--- src/hw/tle_pkg.sv ---
// shared constants for the tap and link event logic
// assumes a 20 MHz core clock and a byte-wide register port supplied by the serial front end
package tle_pkg;
   // register offsets
   localparam logic [7:0] ADDR_TAP_THRESHOLD  = 8'h1d;
   localparam logic [7:0] ADDR_TAP_MAX_TIME   = 8'h21;
   localparam logic [7:0] ADDR_TAP_GAP_TIME   = 8'h22;
   localparam logic [7:0] ADDR_SECOND_WINDOW  = 8'h23;
   localparam logic [7:0] ADDR_TAP_AXIS       = 8'h2a;
   localparam logic [7:0] ADDR_MOTION_SOURCE  = 8'h2b;
   localparam logic [7:0] ADDR_IRQ_MASK       = 8'h2e;
   localparam logic [7:0] ADDR_IRQ_MAP        = 8'h2f;
   localparam logic [7:0] ADDR_IRQ_FLAGS      = 8'h30;
   // reset values
   localparam logic [7:0] RST_ZERO            = 8'h00;
   // tap axis register fields
   localparam int TAX_Z        = 0;
   localparam int TAX_Y        = 1;
   localparam int TAX_X        = 2;
   localparam int TAX_VETO     = 3;
   // motion source fields (tap part; activity axis bits are outside this block)
   localparam int MSS_TAP_Z    = 0;
   localparam int MSS_TAP_Y    = 1;
   localparam int MSS_TAP_X    = 2;
   localparam int MSS_DOZING   = 3;
   // irq flag / mask / map bit positions
   localparam int IRQ_OVERRUN  = 0;
   localparam int IRQ_WMARK    = 1;
   localparam int IRQ_FFALL    = 2;
   localparam int IRQ_INACT    = 3;
   localparam int IRQ_ACT      = 4;
   localparam int IRQ_DTAP     = 5;
   localparam int IRQ_STAP     = 6;
   localparam int IRQ_DREADY   = 7;
   // one tick of the tap timers, 625 us, counted at the core clock
   localparam int TAP_TICK_US  = 625;
   localparam int CLK_MHZ      = 20;
   localparam int TAP_TICK_CYC = TAP_TICK_US * CLK_MHZ;
   localparam logic [15:0] TAP_TICK_LAST = 16'(TAP_TICK_CYC - 1);
endpackage

--- src/hw/tle_tap_fsm.sv ---
// tap detector state machine: single and double tap qualification
// assumes a one-cycle sample strobe and a one-cycle timer tick from its parent
`timescale 1ns/1ns
module tle_tap_fsm (
   input  wire logic       core_clk,
   input  wire logic       rstn,
   input  wire logic       tick,
   input  wire logic       sample_stb,
   input  wire logic       above,
   input  wire logic [7:0] max_time,
   input  wire logic [7:0] gap_time,
   input  wire logic [7:0] win_time,
   input  wire logic       veto_en,
   input  wire logic       stap_en,
   input  wire logic       dtap_en,
   output logic            first_start,
   output logic            stap_pulse,
   output logic            dtap_pulse
);
   typedef enum logic [2:0] {
      TLE_IDLE  = 3'b000,
      TLE_TAP1  = 3'b001,
      TLE_GAP   = 3'b010,
      TLE_WIN   = 3'b011,
      TLE_TAP2  = 3'b100,
      TLE_WAITB = 3'b101
   } tle_tap_state_t;

   tle_tap_state_t state;
   tle_tap_state_t next_state;
   logic [8:0]     cnt;
   logic [8:0]     next_cnt;
   logic           next_stap;
   logic           next_dtap;
   logic           dbl_ok;

   // double tap needs nonzero gap and window
   assign dbl_ok = dtap_en && (gap_time != 8'h00) && (win_time != 8'h00);

   ////////////////////////////////////////////////////////////////////////
   // next state; timers advance on ticks in units of the sample clock
   always_comb begin
      next_state  = state;
      next_cnt    = cnt;
      next_stap   = 1'b0;
      next_dtap   = 1'b0;
      first_start = 1'b0;
      if (tick && state != TLE_IDLE)
         next_cnt = cnt + 9'h001;
      case (state)
         TLE_IDLE: begin
            if (sample_stb && above && (stap_en || dbl_ok)) begin
               next_state  = TLE_TAP1;
               next_cnt    = 9'h000;
               first_start = 1'b1;
            end
         end
         TLE_TAP1: begin
            if (cnt > {1'b0, max_time}) begin
               next_state = TLE_WAITB; // too long
            end else if (sample_stb && !above) begin
               if (dbl_ok) begin
                  next_state = TLE_GAP; // single held until double decided
                  next_cnt   = 9'h000;
               end else begin
                  next_state = TLE_IDLE;
                  next_stap  = stap_en;
               end
            end
         end
         TLE_GAP: begin
            if (veto_en && sample_stb && above) begin
               next_state = TLE_IDLE;
               next_stap  = stap_en;
            end else if (cnt >= {1'b0, gap_time} && sample_stb) begin
               if (above) begin
                  next_state = TLE_WAITB; // already high at window open
                  next_stap  = stap_en;
               end else begin
                  next_state = TLE_WIN;
                  next_cnt   = 9'h000;
               end
            end
         end
         TLE_WIN: begin
            if (sample_stb && above) begin
               next_state = TLE_TAP2; // may outlast the window
               next_cnt   = 9'h000;
            end else if (cnt >= {1'b0, win_time}) begin
               next_state = TLE_IDLE;
               next_stap  = stap_en;
            end
         end
         TLE_TAP2: begin
            if (cnt > {1'b0, max_time}) begin
               next_state = TLE_WAITB;
               next_stap  = stap_en;
            end else if (sample_stb && !above) begin
               next_state = TLE_IDLE;
               next_stap  = stap_en;
               next_dtap  = 1'b1;
            end
         end
         TLE_WAITB: begin
            // a rejected tap must drop first so it is not counted again
            if (sample_stb && !above)
               next_state = TLE_IDLE;
         end
         default: next_state = TLE_IDLE;
      endcase
   end

   // state and counter
   always_ff @(posedge core_clk or negedge rstn) begin
      if (!rstn) begin
         state <= TLE_IDLE;
         cnt   <= 9'h000;
      end else begin
         state <= next_state;
         cnt   <= next_cnt;
      end
   end

   // event pulses, registered
   always_ff @(posedge core_clk or negedge rstn) begin
      if (!rstn) begin
         stap_pulse <= 1'b0;
         dtap_pulse <= 1'b0;
      end else begin
         stap_pulse <= next_stap;
         dtap_pulse <= next_dtap;
      end
   end
endmodule

--- src/hw/tle_top.sv ---
// tap, link and sleep event logic with its register slice
// assumes the serial front end presents byte writes and reads as one-cycle strobes,
// and that raw (unfiltered) samples arrive with a one-cycle strobe
`timescale 1ns/1ns
// Overview of operation
// a tap starts when any enabled axis magnitude reaches the tap threshold
// a tap lasting longer than the max-time register is not a tap
// second-tap window opens after gap time counted from first tap end
// a second tap must start inside the window but may end later
// single tap only: event when acceleration drops below threshold in time
// with double enabled, single tap event waits for double decision
// with veto bit set, any threshold hit during gap rejects double tap
// above threshold when window opens rejects the double tap
// second tap exceeding max time rejects double at that moment
// mask bits enable single and double tap detection separately
// each axis joins tap detection only when its select bit is set
// double tap runs only with nonzero gap and window values
// host should start with gap and window above 0x10, threshold above 3 g
// first axis over threshold is recorded per tap, overwritten, never cleared
// slower data rates come from decimating one common sample rate
// motion detection uses raw unfiltered samples
// with chaining set, activity is sought only after inactivity; the logic seeks activity first once chaining is set, then alternates
// flags read clears activity; no autosleep while activity flag pending
// dozing flag in motion source status shows sleep state
// sample-available event suppressed while asleep
// host may use reduced-current mode with FIFO collection for low power
// reading the flag register clears tap, activity, inactivity, free-fall
// map bit 0 routes event to pin a, 1 to pin b, ORed
// tap detector returns to idle after any double decision
// tap timers count in fixed sample-clock periods scaled by registers
module tle_top (
   input  wire logic        core_clk,
   input  wire logic        rstn,
   // register port
   input  wire logic        reg_wr,
   input  wire logic        reg_rd,
   input  wire logic [7:0]  reg_addr,
   input  wire logic [7:0]  reg_wdata,
   output logic      [7:0]  reg_rdata,
   // raw samples, signed
   input  wire logic        sample_stb,
   input  wire logic [12:0] raw_x,
   input  wire logic [12:0] raw_y,
   input  wire logic [12:0] raw_z,
   input  wire logic [3:0]  rate_sel,
   // events from the activity, free-fall and data paths
   input  wire logic        act_evt,
   input  wire logic        inact_evt,
   input  wire logic        ffall_evt,
   input  wire logic        dready_set,
   input  wire logic        dready_clr,
   input  wire logic        wmark_lvl,
   input  wire logic        ovr_lvl,
   input  wire logic        chain_en,
   input  wire logic        autosleep_en,
   // outputs
   output logic             odr_stb,
   output logic             asleep,
   output logic             irq_pin_a,
   output logic             irq_pin_b
);
   logic [7:0]  tap_threshold;
   logic [7:0]  tap_max_time;
   logic [7:0]  tap_gap_time;
   logic [7:0]  second_tap_window;
   logic [7:0]  tap_axis_select;
   logic [7:0]  irq_mask;
   logic [7:0]  irq_map;
   logic [7:0]  irq_flags;
   logic [2:0]  tap_axis_src;
   logic [15:0] tick_cnt;
   logic        tick;
   logic [8:0]  dec_cnt;
   logic        seek_act;
   logic        first_start;
   logic        stap_pulse;
   logic        dtap_pulse;
   logic [2:0]  over;
   logic        above;
   logic        flags_read;
   logic        act_ok;
   logic        inact_ok;
   logic [7:0]  set_vec;
   logic [7:0]  live;

   // magnitude of a signed sample, upper bits compared with the 8-bit threshold
   function automatic logic [12:0] tle_mag(input logic [12:0] s);
      logic [12:0] n;
      n = s[12] ? (~s + 13'h0001) : s;
      return n;
   endfunction

   // one 62.5 mg threshold step equals 32 counts of a 1.953125 mg sample
   function automatic logic tle_over(input logic [12:0] s, input logic [7:0] th);
      logic [12:0] m;
      m = tle_mag(s);
      return (th != 8'h00) && (m[12:5] >= th);
   endfunction

   ////////////////////////////////////////////////////////////////////////
   // threshold compare on raw data, gated by the axis selects
   always_comb begin
      over[2] = tle_over(raw_x, tap_threshold) && tap_axis_select[tle_pkg::TAX_X];
      over[1] = tle_over(raw_y, tap_threshold) && tap_axis_select[tle_pkg::TAX_Y];
      over[0] = tle_over(raw_z, tap_threshold) && tap_axis_select[tle_pkg::TAX_Z];
      above   = |over;
   end

   assign flags_read = reg_rd && (reg_addr == tle_pkg::ADDR_IRQ_FLAGS);

   ////////////////////////////////////////////////////////////////////////
   // register writes
   always_ff @(posedge core_clk or negedge rstn) begin
      if (!rstn) begin
         tap_threshold     <= tle_pkg::RST_ZERO;
         tap_max_time      <= tle_pkg::RST_ZERO;
         tap_gap_time      <= tle_pkg::RST_ZERO;
         second_tap_window <= tle_pkg::RST_ZERO;
         tap_axis_select   <= tle_pkg::RST_ZERO;
         irq_mask          <= tle_pkg::RST_ZERO;
         irq_map           <= tle_pkg::RST_ZERO;
      end else if (reg_wr) begin
         case (reg_addr)
            tle_pkg::ADDR_TAP_THRESHOLD: tap_threshold     <= reg_wdata;
            tle_pkg::ADDR_TAP_MAX_TIME:  tap_max_time      <= reg_wdata;
            tle_pkg::ADDR_TAP_GAP_TIME:  tap_gap_time      <= reg_wdata;
            tle_pkg::ADDR_SECOND_WINDOW: second_tap_window <= reg_wdata;
            tle_pkg::ADDR_TAP_AXIS:      tap_axis_select   <= {4'h0, reg_wdata[3:0]};
            tle_pkg::ADDR_IRQ_MASK:      irq_mask          <= reg_wdata;
            tle_pkg::ADDR_IRQ_MAP:       irq_map           <= reg_wdata;
            default: ;
         endcase
      end
   end

   // registered read data, one cycle after the read strobe
   always_ff @(posedge core_clk or negedge rstn) begin
      if (!rstn) begin
         reg_rdata <= 8'h00;
      end else if (reg_rd) begin
         case (reg_addr)
            tle_pkg::ADDR_TAP_THRESHOLD: reg_rdata <= tap_threshold;
            tle_pkg::ADDR_TAP_MAX_TIME:  reg_rdata <= tap_max_time;
            tle_pkg::ADDR_TAP_GAP_TIME:  reg_rdata <= tap_gap_time;
            tle_pkg::ADDR_SECOND_WINDOW: reg_rdata <= second_tap_window;
            tle_pkg::ADDR_TAP_AXIS:      reg_rdata <= tap_axis_select;
            tle_pkg::ADDR_MOTION_SOURCE: reg_rdata <= {4'h0, asleep, tap_axis_src};
            tle_pkg::ADDR_IRQ_MASK:      reg_rdata <= irq_mask;
            tle_pkg::ADDR_IRQ_MAP:       reg_rdata <= irq_map;
            tle_pkg::ADDR_IRQ_FLAGS:     reg_rdata <= irq_flags;
            default:                     reg_rdata <= 8'h00;
         endcase
      end
   end

   ////////////////////////////////////////////////////////////////////////
   // tap timer tick, fixed period of the internal sample clock
   always_ff @(posedge core_clk or negedge rstn) begin
      if (!rstn) begin
         tick_cnt <= 16'h0000;
         tick     <= 1'b0;
      end else if (tick_cnt == tle_pkg::TAP_TICK_LAST) begin
         tick_cnt <= 16'h0000;
         tick     <= 1'b1;
      end else begin
         tick_cnt <= tick_cnt + 16'h0001;
         tick     <= 1'b0;
      end
   end

   // output rate: every 2^(15-rate_sel)th raw sample, every 512th for rate_sel below 7, capped at the raw rate
   always_ff @(posedge core_clk or negedge rstn) begin
      if (!rstn) begin
         dec_cnt <= 9'h000;
         odr_stb <= 1'b0;
      end else begin
         odr_stb <= 1'b0;
         if (sample_stb) begin
            dec_cnt <= dec_cnt + 9'h001;
            if (rate_sel >= 4'h0f || (dec_cnt & ((9'h001 << (4'h0f - rate_sel)) - 9'h001)) == 9'h000)
               odr_stb <= 1'b1;
         end
      end
   end

   ////////////////////////////////////////////////////////////////////////
   tle_tap_fsm u_tap (
      .core_clk    (core_clk),
      .rstn        (rstn),
      .tick        (tick),
      .sample_stb  (sample_stb),
      .above       (above),
      .max_time    (tap_max_time),
      .gap_time    (tap_gap_time),
      .win_time    (second_tap_window),
      .veto_en     (tap_axis_select[tle_pkg::TAX_VETO]),
      .stap_en     (irq_mask[tle_pkg::IRQ_STAP]),
      .dtap_en     (irq_mask[tle_pkg::IRQ_DTAP]),
      .first_start (first_start),
      .stap_pulse  (stap_pulse),
      .dtap_pulse  (dtap_pulse)
   );

   // first axis over threshold, latched at tap start; never cleared
   always_ff @(posedge core_clk or negedge rstn) begin
      if (!rstn)
         tap_axis_src <= 3'h0;
      else if (first_start)
         tap_axis_src <= over[2] ? 3'h4 : (over[1] ? 3'h2 : 3'h1);
   end

   ////////////////////////////////////////////////////////////////////////
   // link mode: alternate between seeking activity and inactivity
   always_ff @(posedge core_clk or negedge rstn) begin
      if (!rstn)
         seek_act <= 1'b1;
      else if (!chain_en)
         seek_act <= 1'b1;
      else if (act_ok)
         seek_act <= 1'b0;
      else if (inact_ok)
         seek_act <= 1'b1;
   end

   assign act_ok   = act_evt && irq_mask[tle_pkg::IRQ_ACT] && (!chain_en || seek_act);
   assign inact_ok = inact_evt && irq_mask[tle_pkg::IRQ_INACT] && (!chain_en || !seek_act);

   // autosleep follows inactivity, but not while activity is still flagged
   always_ff @(posedge core_clk or negedge rstn) begin
      if (!rstn)
         asleep <= 1'b0;
      else if (act_ok || !autosleep_en)
         asleep <= 1'b0;
      else if (inact_ok && !irq_flags[tle_pkg::IRQ_ACT])
         asleep <= 1'b1;
   end

   ////////////////////////////////////////////////////////////////////////
   // sticky event flags, watermark and overrun follow their levels; a set in the read cycle wins over the clear
   always_comb begin
      set_vec                       = 8'h00;
      set_vec[tle_pkg::IRQ_STAP]    = stap_pulse;
      set_vec[tle_pkg::IRQ_DTAP]    = dtap_pulse;
      set_vec[tle_pkg::IRQ_ACT]     = act_ok;
      set_vec[tle_pkg::IRQ_INACT]   = inact_ok;
      set_vec[tle_pkg::IRQ_FFALL]   = ffall_evt && irq_mask[tle_pkg::IRQ_FFALL];
      set_vec[tle_pkg::IRQ_DREADY]  = dready_set && !asleep;
   end

   always_ff @(posedge core_clk or negedge rstn) begin
      if (!rstn) begin
         irq_flags <= 8'h00;
      end else begin
         irq_flags[7:2] <= (flags_read ? (irq_flags[7:2] & 6'h20) : irq_flags[7:2]) | set_vec[7:2];
         if (dready_clr && !set_vec[tle_pkg::IRQ_DREADY])
            irq_flags[tle_pkg::IRQ_DREADY] <= 1'b0;
         irq_flags[tle_pkg::IRQ_WMARK]   <= wmark_lvl;
         irq_flags[tle_pkg::IRQ_OVERRUN] <= ovr_lvl;
      end
   end

   // pin routing by map bit, ORed per pin
   assign live = irq_flags & irq_mask;
   always_ff @(posedge core_clk or negedge rstn) begin
      if (!rstn) begin
         irq_pin_a <= 1'b0;
         irq_pin_b <= 1'b0;
      end else begin
         irq_pin_a <= |(live & ~irq_map);
         irq_pin_b <= |(live & irq_map);
      end
   end
endmodule

--- config.mk ---
export PLATFORM = sky130hd
export DESIGN_NAME = tle_top
export DESIGN_NICKNAME = d
export VERILOG_FILES = /design/src/hw/tle_pkg.sv /design/src/hw/tle_tap_fsm.sv /design/src/hw/tle_top.sv
export SDC_FILE = /design/constraint.sdc
export NUM_CORES = 1
export LEC_CHECK = 0
export ABC_AREA = 1
export BUFFER_PORTS_ARGS = -buffer_cell sky130_fd_sc_hd__buf_2
export CAP_MARGIN = 40
export CORE_MARGIN = 10
export CORE_UTILIZATION = 34
export CTS_BUF_LIST = sky130_fd_sc_hd__clkbuf_16
export DETAILED_ROUTE_END_ITERATION = 8
export PLACE_DENSITY = 0.63
export SLEW_MARGIN = 20
export SYNTH_ARGS = -nofsm -noshare
export SYNTH_HDL_FRONTEND = slang
export SYNTH_HIERARCHICAL = 1
export SYNTH_SLANG_ARGS = --single-unit
--- constraint.sdc ---
create_clock -name core_clk -period 2.4 [get_ports core_clk]
set_clock_uncertainty 0.15 [all_clocks]
set_input_delay 0.24 -clock core_clk [delete_from_list [all_inputs] [get_ports core_clk]]
set_output_delay 0.24 -clock core_clk [all_outputs]
set_load 0.03 [all_outputs]
==> impl_metrics.tcl <==
set metrics [dict create \
    outcome "complete, but fails checks" \
    violations "setup timing" \
    wl_per_cell_um 13.6 \
    crit_arrival_ns 2.83 \
    critPathMaxStageDelay_ns 0.30 \
    powerDensity_nw_per_um2 590 \
    finalNonFillerCells 1599 \
    wirelength_um 21700 \
    grt_max_degree 62 \
    async_flop_share_pct 100 \
    fmax_ghz 0.375 \
    numPortBuffers 84 \
    ir_worst_vdd_uv 519 \
    period_share_pct 111 \
    area_delta_synth_final_pct 26.5 \
    antenna_found_initial 0 \
    synthesis.yosys.warnings 6 \
    cts_buffers 17 \
    synthesis.area_sq_um 8100 \
    layout.nets 1392 \
    via_count 7578 \
    whs_ns 0.0528 \
    worstSetupEndpointType "register" \
    rsz0062_at_grt "true" \
    netlist_instances 1114 \
    cp_max_fo 5 \
    crit_type "in -> reg" \
    num_io_pins 85 \
    synthesis.nets 1239 \
    layout_commonest_cell "nand2_1" \
    diodes 0 \
    synth_top_area_share_pct 35.5 \
    layout_common_cells "nand2_1, inv_1, dfrtp_1" \
    worstSetupStartpointType "input port" \
    ant_nets 0 \
    ctsRootBufferMaster "clkbuf_16" \
    dp.cells 1544 \
    ys_seq_area_share_pct 35.9 \
    hold_viol_final 0 \
    synthTopCellsByArea "dfrtp_1, nand2_1, ha_1, inv_1, nand3_1" \
    avgSynthCellArea_sq_um 7.27 \
    clock_path_buffers 2 \
    nFillCells 2398 \
    crit_slowest_cell "ha_1" \
    synth.distinct_cells 42 \
    drive_gt1_share_pct 22.7 \
    design_area_sq_um 10200 \
    drc 0 \
    hold_class "in -> reg" \
    cts_tree "done" \
    fp-row-count 56 \
    relSlewSlack_pct 64.7 \
    final_util_pct 43.6 \
    clk_latency_ns 0.42 \
    die_h_um 174 \
    maxSlewViolCount 0 \
    cts.sinks 116 \
    core_sq_um 23500 \
    firstDrtPassIters 4 \
    clock_tree.htree_level_count 4 \
    ys_seq_elements 116 \
    finalSetupTns_ns -3.28 \
    yosysTopAreaCell "dfrtp_1" \
    p_leak_nw 5.29 \
    grt_util_all_layers_pct 14.5 \
    setup_viol 15 \
    start_util_pct 34.5 \
    grt_overflow 0 \
    finalWorstSetupSlack_ns -0.266 \
    hpwl_um 16400 \
    die_area_sq_um 30400 \
    synth_edf_count 0 \
    cp.required_ns 2.56 \
    clkTransAtPathRegs_ns 0.05 \
    fp.dieW_um 174 \
    placed_cell_area_sq_um 9200 \
    grt_pass1_wl_um 36500 \
    routabilityCongestion 0.861 \
    worst_pin_slew_ns 0.528 \
    vias_per_cell 4.74 \
    finalWorstPathRequiredPeriod_ns 2.67 \
    max_cap_viol_count 0 \
    drtIter0Drc 448 \
    ys.flop_type "dfrtp_1" \
    grt_pass1_vias 7559 \
]
-- cells by family (layout without fill, tap and decap cells) --
group / Yosys count / after routing / synth area share, %
and+or+nand+nor: 571 / 572 / 32.1
buffers and inverters: 200 / 365 / 9.97
AOI/OAI and AO/OA: 131 / 131 / 9.23
DFF: 116 / 116 / 35.9
adders and majority gates: 52 / 52 / 8.04
xor gates and xnor gates: 44 / 44 / 4.76
-- synthesized netlist by cell type (16+ instances only) --
library cell,count
a21oi_1,25
dfrtp_1,115
ha_1,52
inv_1,173
nand2_1,286
nand3_1,104
nand4_1,16
nor2_1,95
nor3_1,20
o21ai_0,53
o21ai_1,21
xnor2_1,17
xor2_1,27
-- repair_timing --
action | in CTS | in global routing
hold buffers | 13 | 0
endpoints found under the setup margin | 17 | 17
resized for setup | 25 | 47
hold endpoints to repair | 47 | 0
pin swaps | 17 | 46
setup buffers | 8 | 4
cloned | 1 | 0
-- critical path: cells and delay by family --
family                   cells  cell delay, ns
AND/OR/NAND/NOR             16            1.45
AO/OA/AOI/OAI                3            0.44
buffers and inverters        5            0.30
adder cells (fa/ha/maj)      1            0.30
XOR/XNOR                     1            0.08
-- flip-flops by register name, indices dropped and copies added (netlist names), 4 cells and up --
name / cells
irq_mask: 8
reg_rdata: 8
second_tap_window: 8
tap_axis_select: 4
irq_map: 8
tap_threshold: 8
irq_flags: 8
u_tap/cnt: 9
tap_max_time: 8
tap_gap_time: 8
dec_cnt: 9
tick_cnt: 16
-- metrics by stage --
stage / total power [W] / worst slack, ns
6_report: 0.00604 / -0.266
5_1_grt: 0.00638 / -0.498
4_1_cts: 0.00604 / -0.237
3_5_place_dp: 0.00341 / -0.739
3_3_place_gp: 0.00339 / -0.663
2_1_floorplan: 0.00301 / -0.283
-- worst paths after layout --
kind                             startpoint          endpoint  slack [ns]  cells past startpoint
max in group asynchronous              rstn  tap_threshold[0]        1.26                      3
min                              sample_stb        dec_cnt[1]        0.05                      3
min in group asynchronous              rstn        irq_map[7]        0.17                      2
max                                raw_y[0]      u_tap/cnt[6]       -0.27                     26
min reg2reg                u_tap/stap_pulse      irq_flags[6]        0.30                      1
max reg2reg                tap_threshold[7]    u_tap/state[0]       -0.21                     18
-- per-layer routing --
| layer | part of all wire (%) | track usage [%] | vias up |
|---|---|---|---|
| met3 | 5.3 | 3.77 | 21 |
| li1 | - | - | 3864 |
| met4 | 1.1 | 3.85 | 0 |
| met5 | 0 | 0 | - |
| met1 | 48 | 19.2 | 3531 |
| met2 | 46 | 22.8 | 162 |
-- power breakdown --
group	switching (W)	total, W	internal (W)
registers	0.000145	0.00224	0.00210
clock network	0.000915	0.00253	0.00162
logic	0.000779	0.00127	0.000493
total	0.00184	0.00604	0.00420
-- cell type report --
type | instances | area [sq um] | area share (%)
tap | 319 | 399 | 3.90
inverter | 186 | 708 | 6.92
sequential | 116 | 2900 | 28.4
multi-input combinational | 799 | 4670 | 45.6
clock buffer | 17 | 425 | 4.15
clock inverter | 15 | 164 | 1.60
timing repair buffer | 147 | 973 | 9.51
Note: power is estimated with default switching activity, not from simulation.
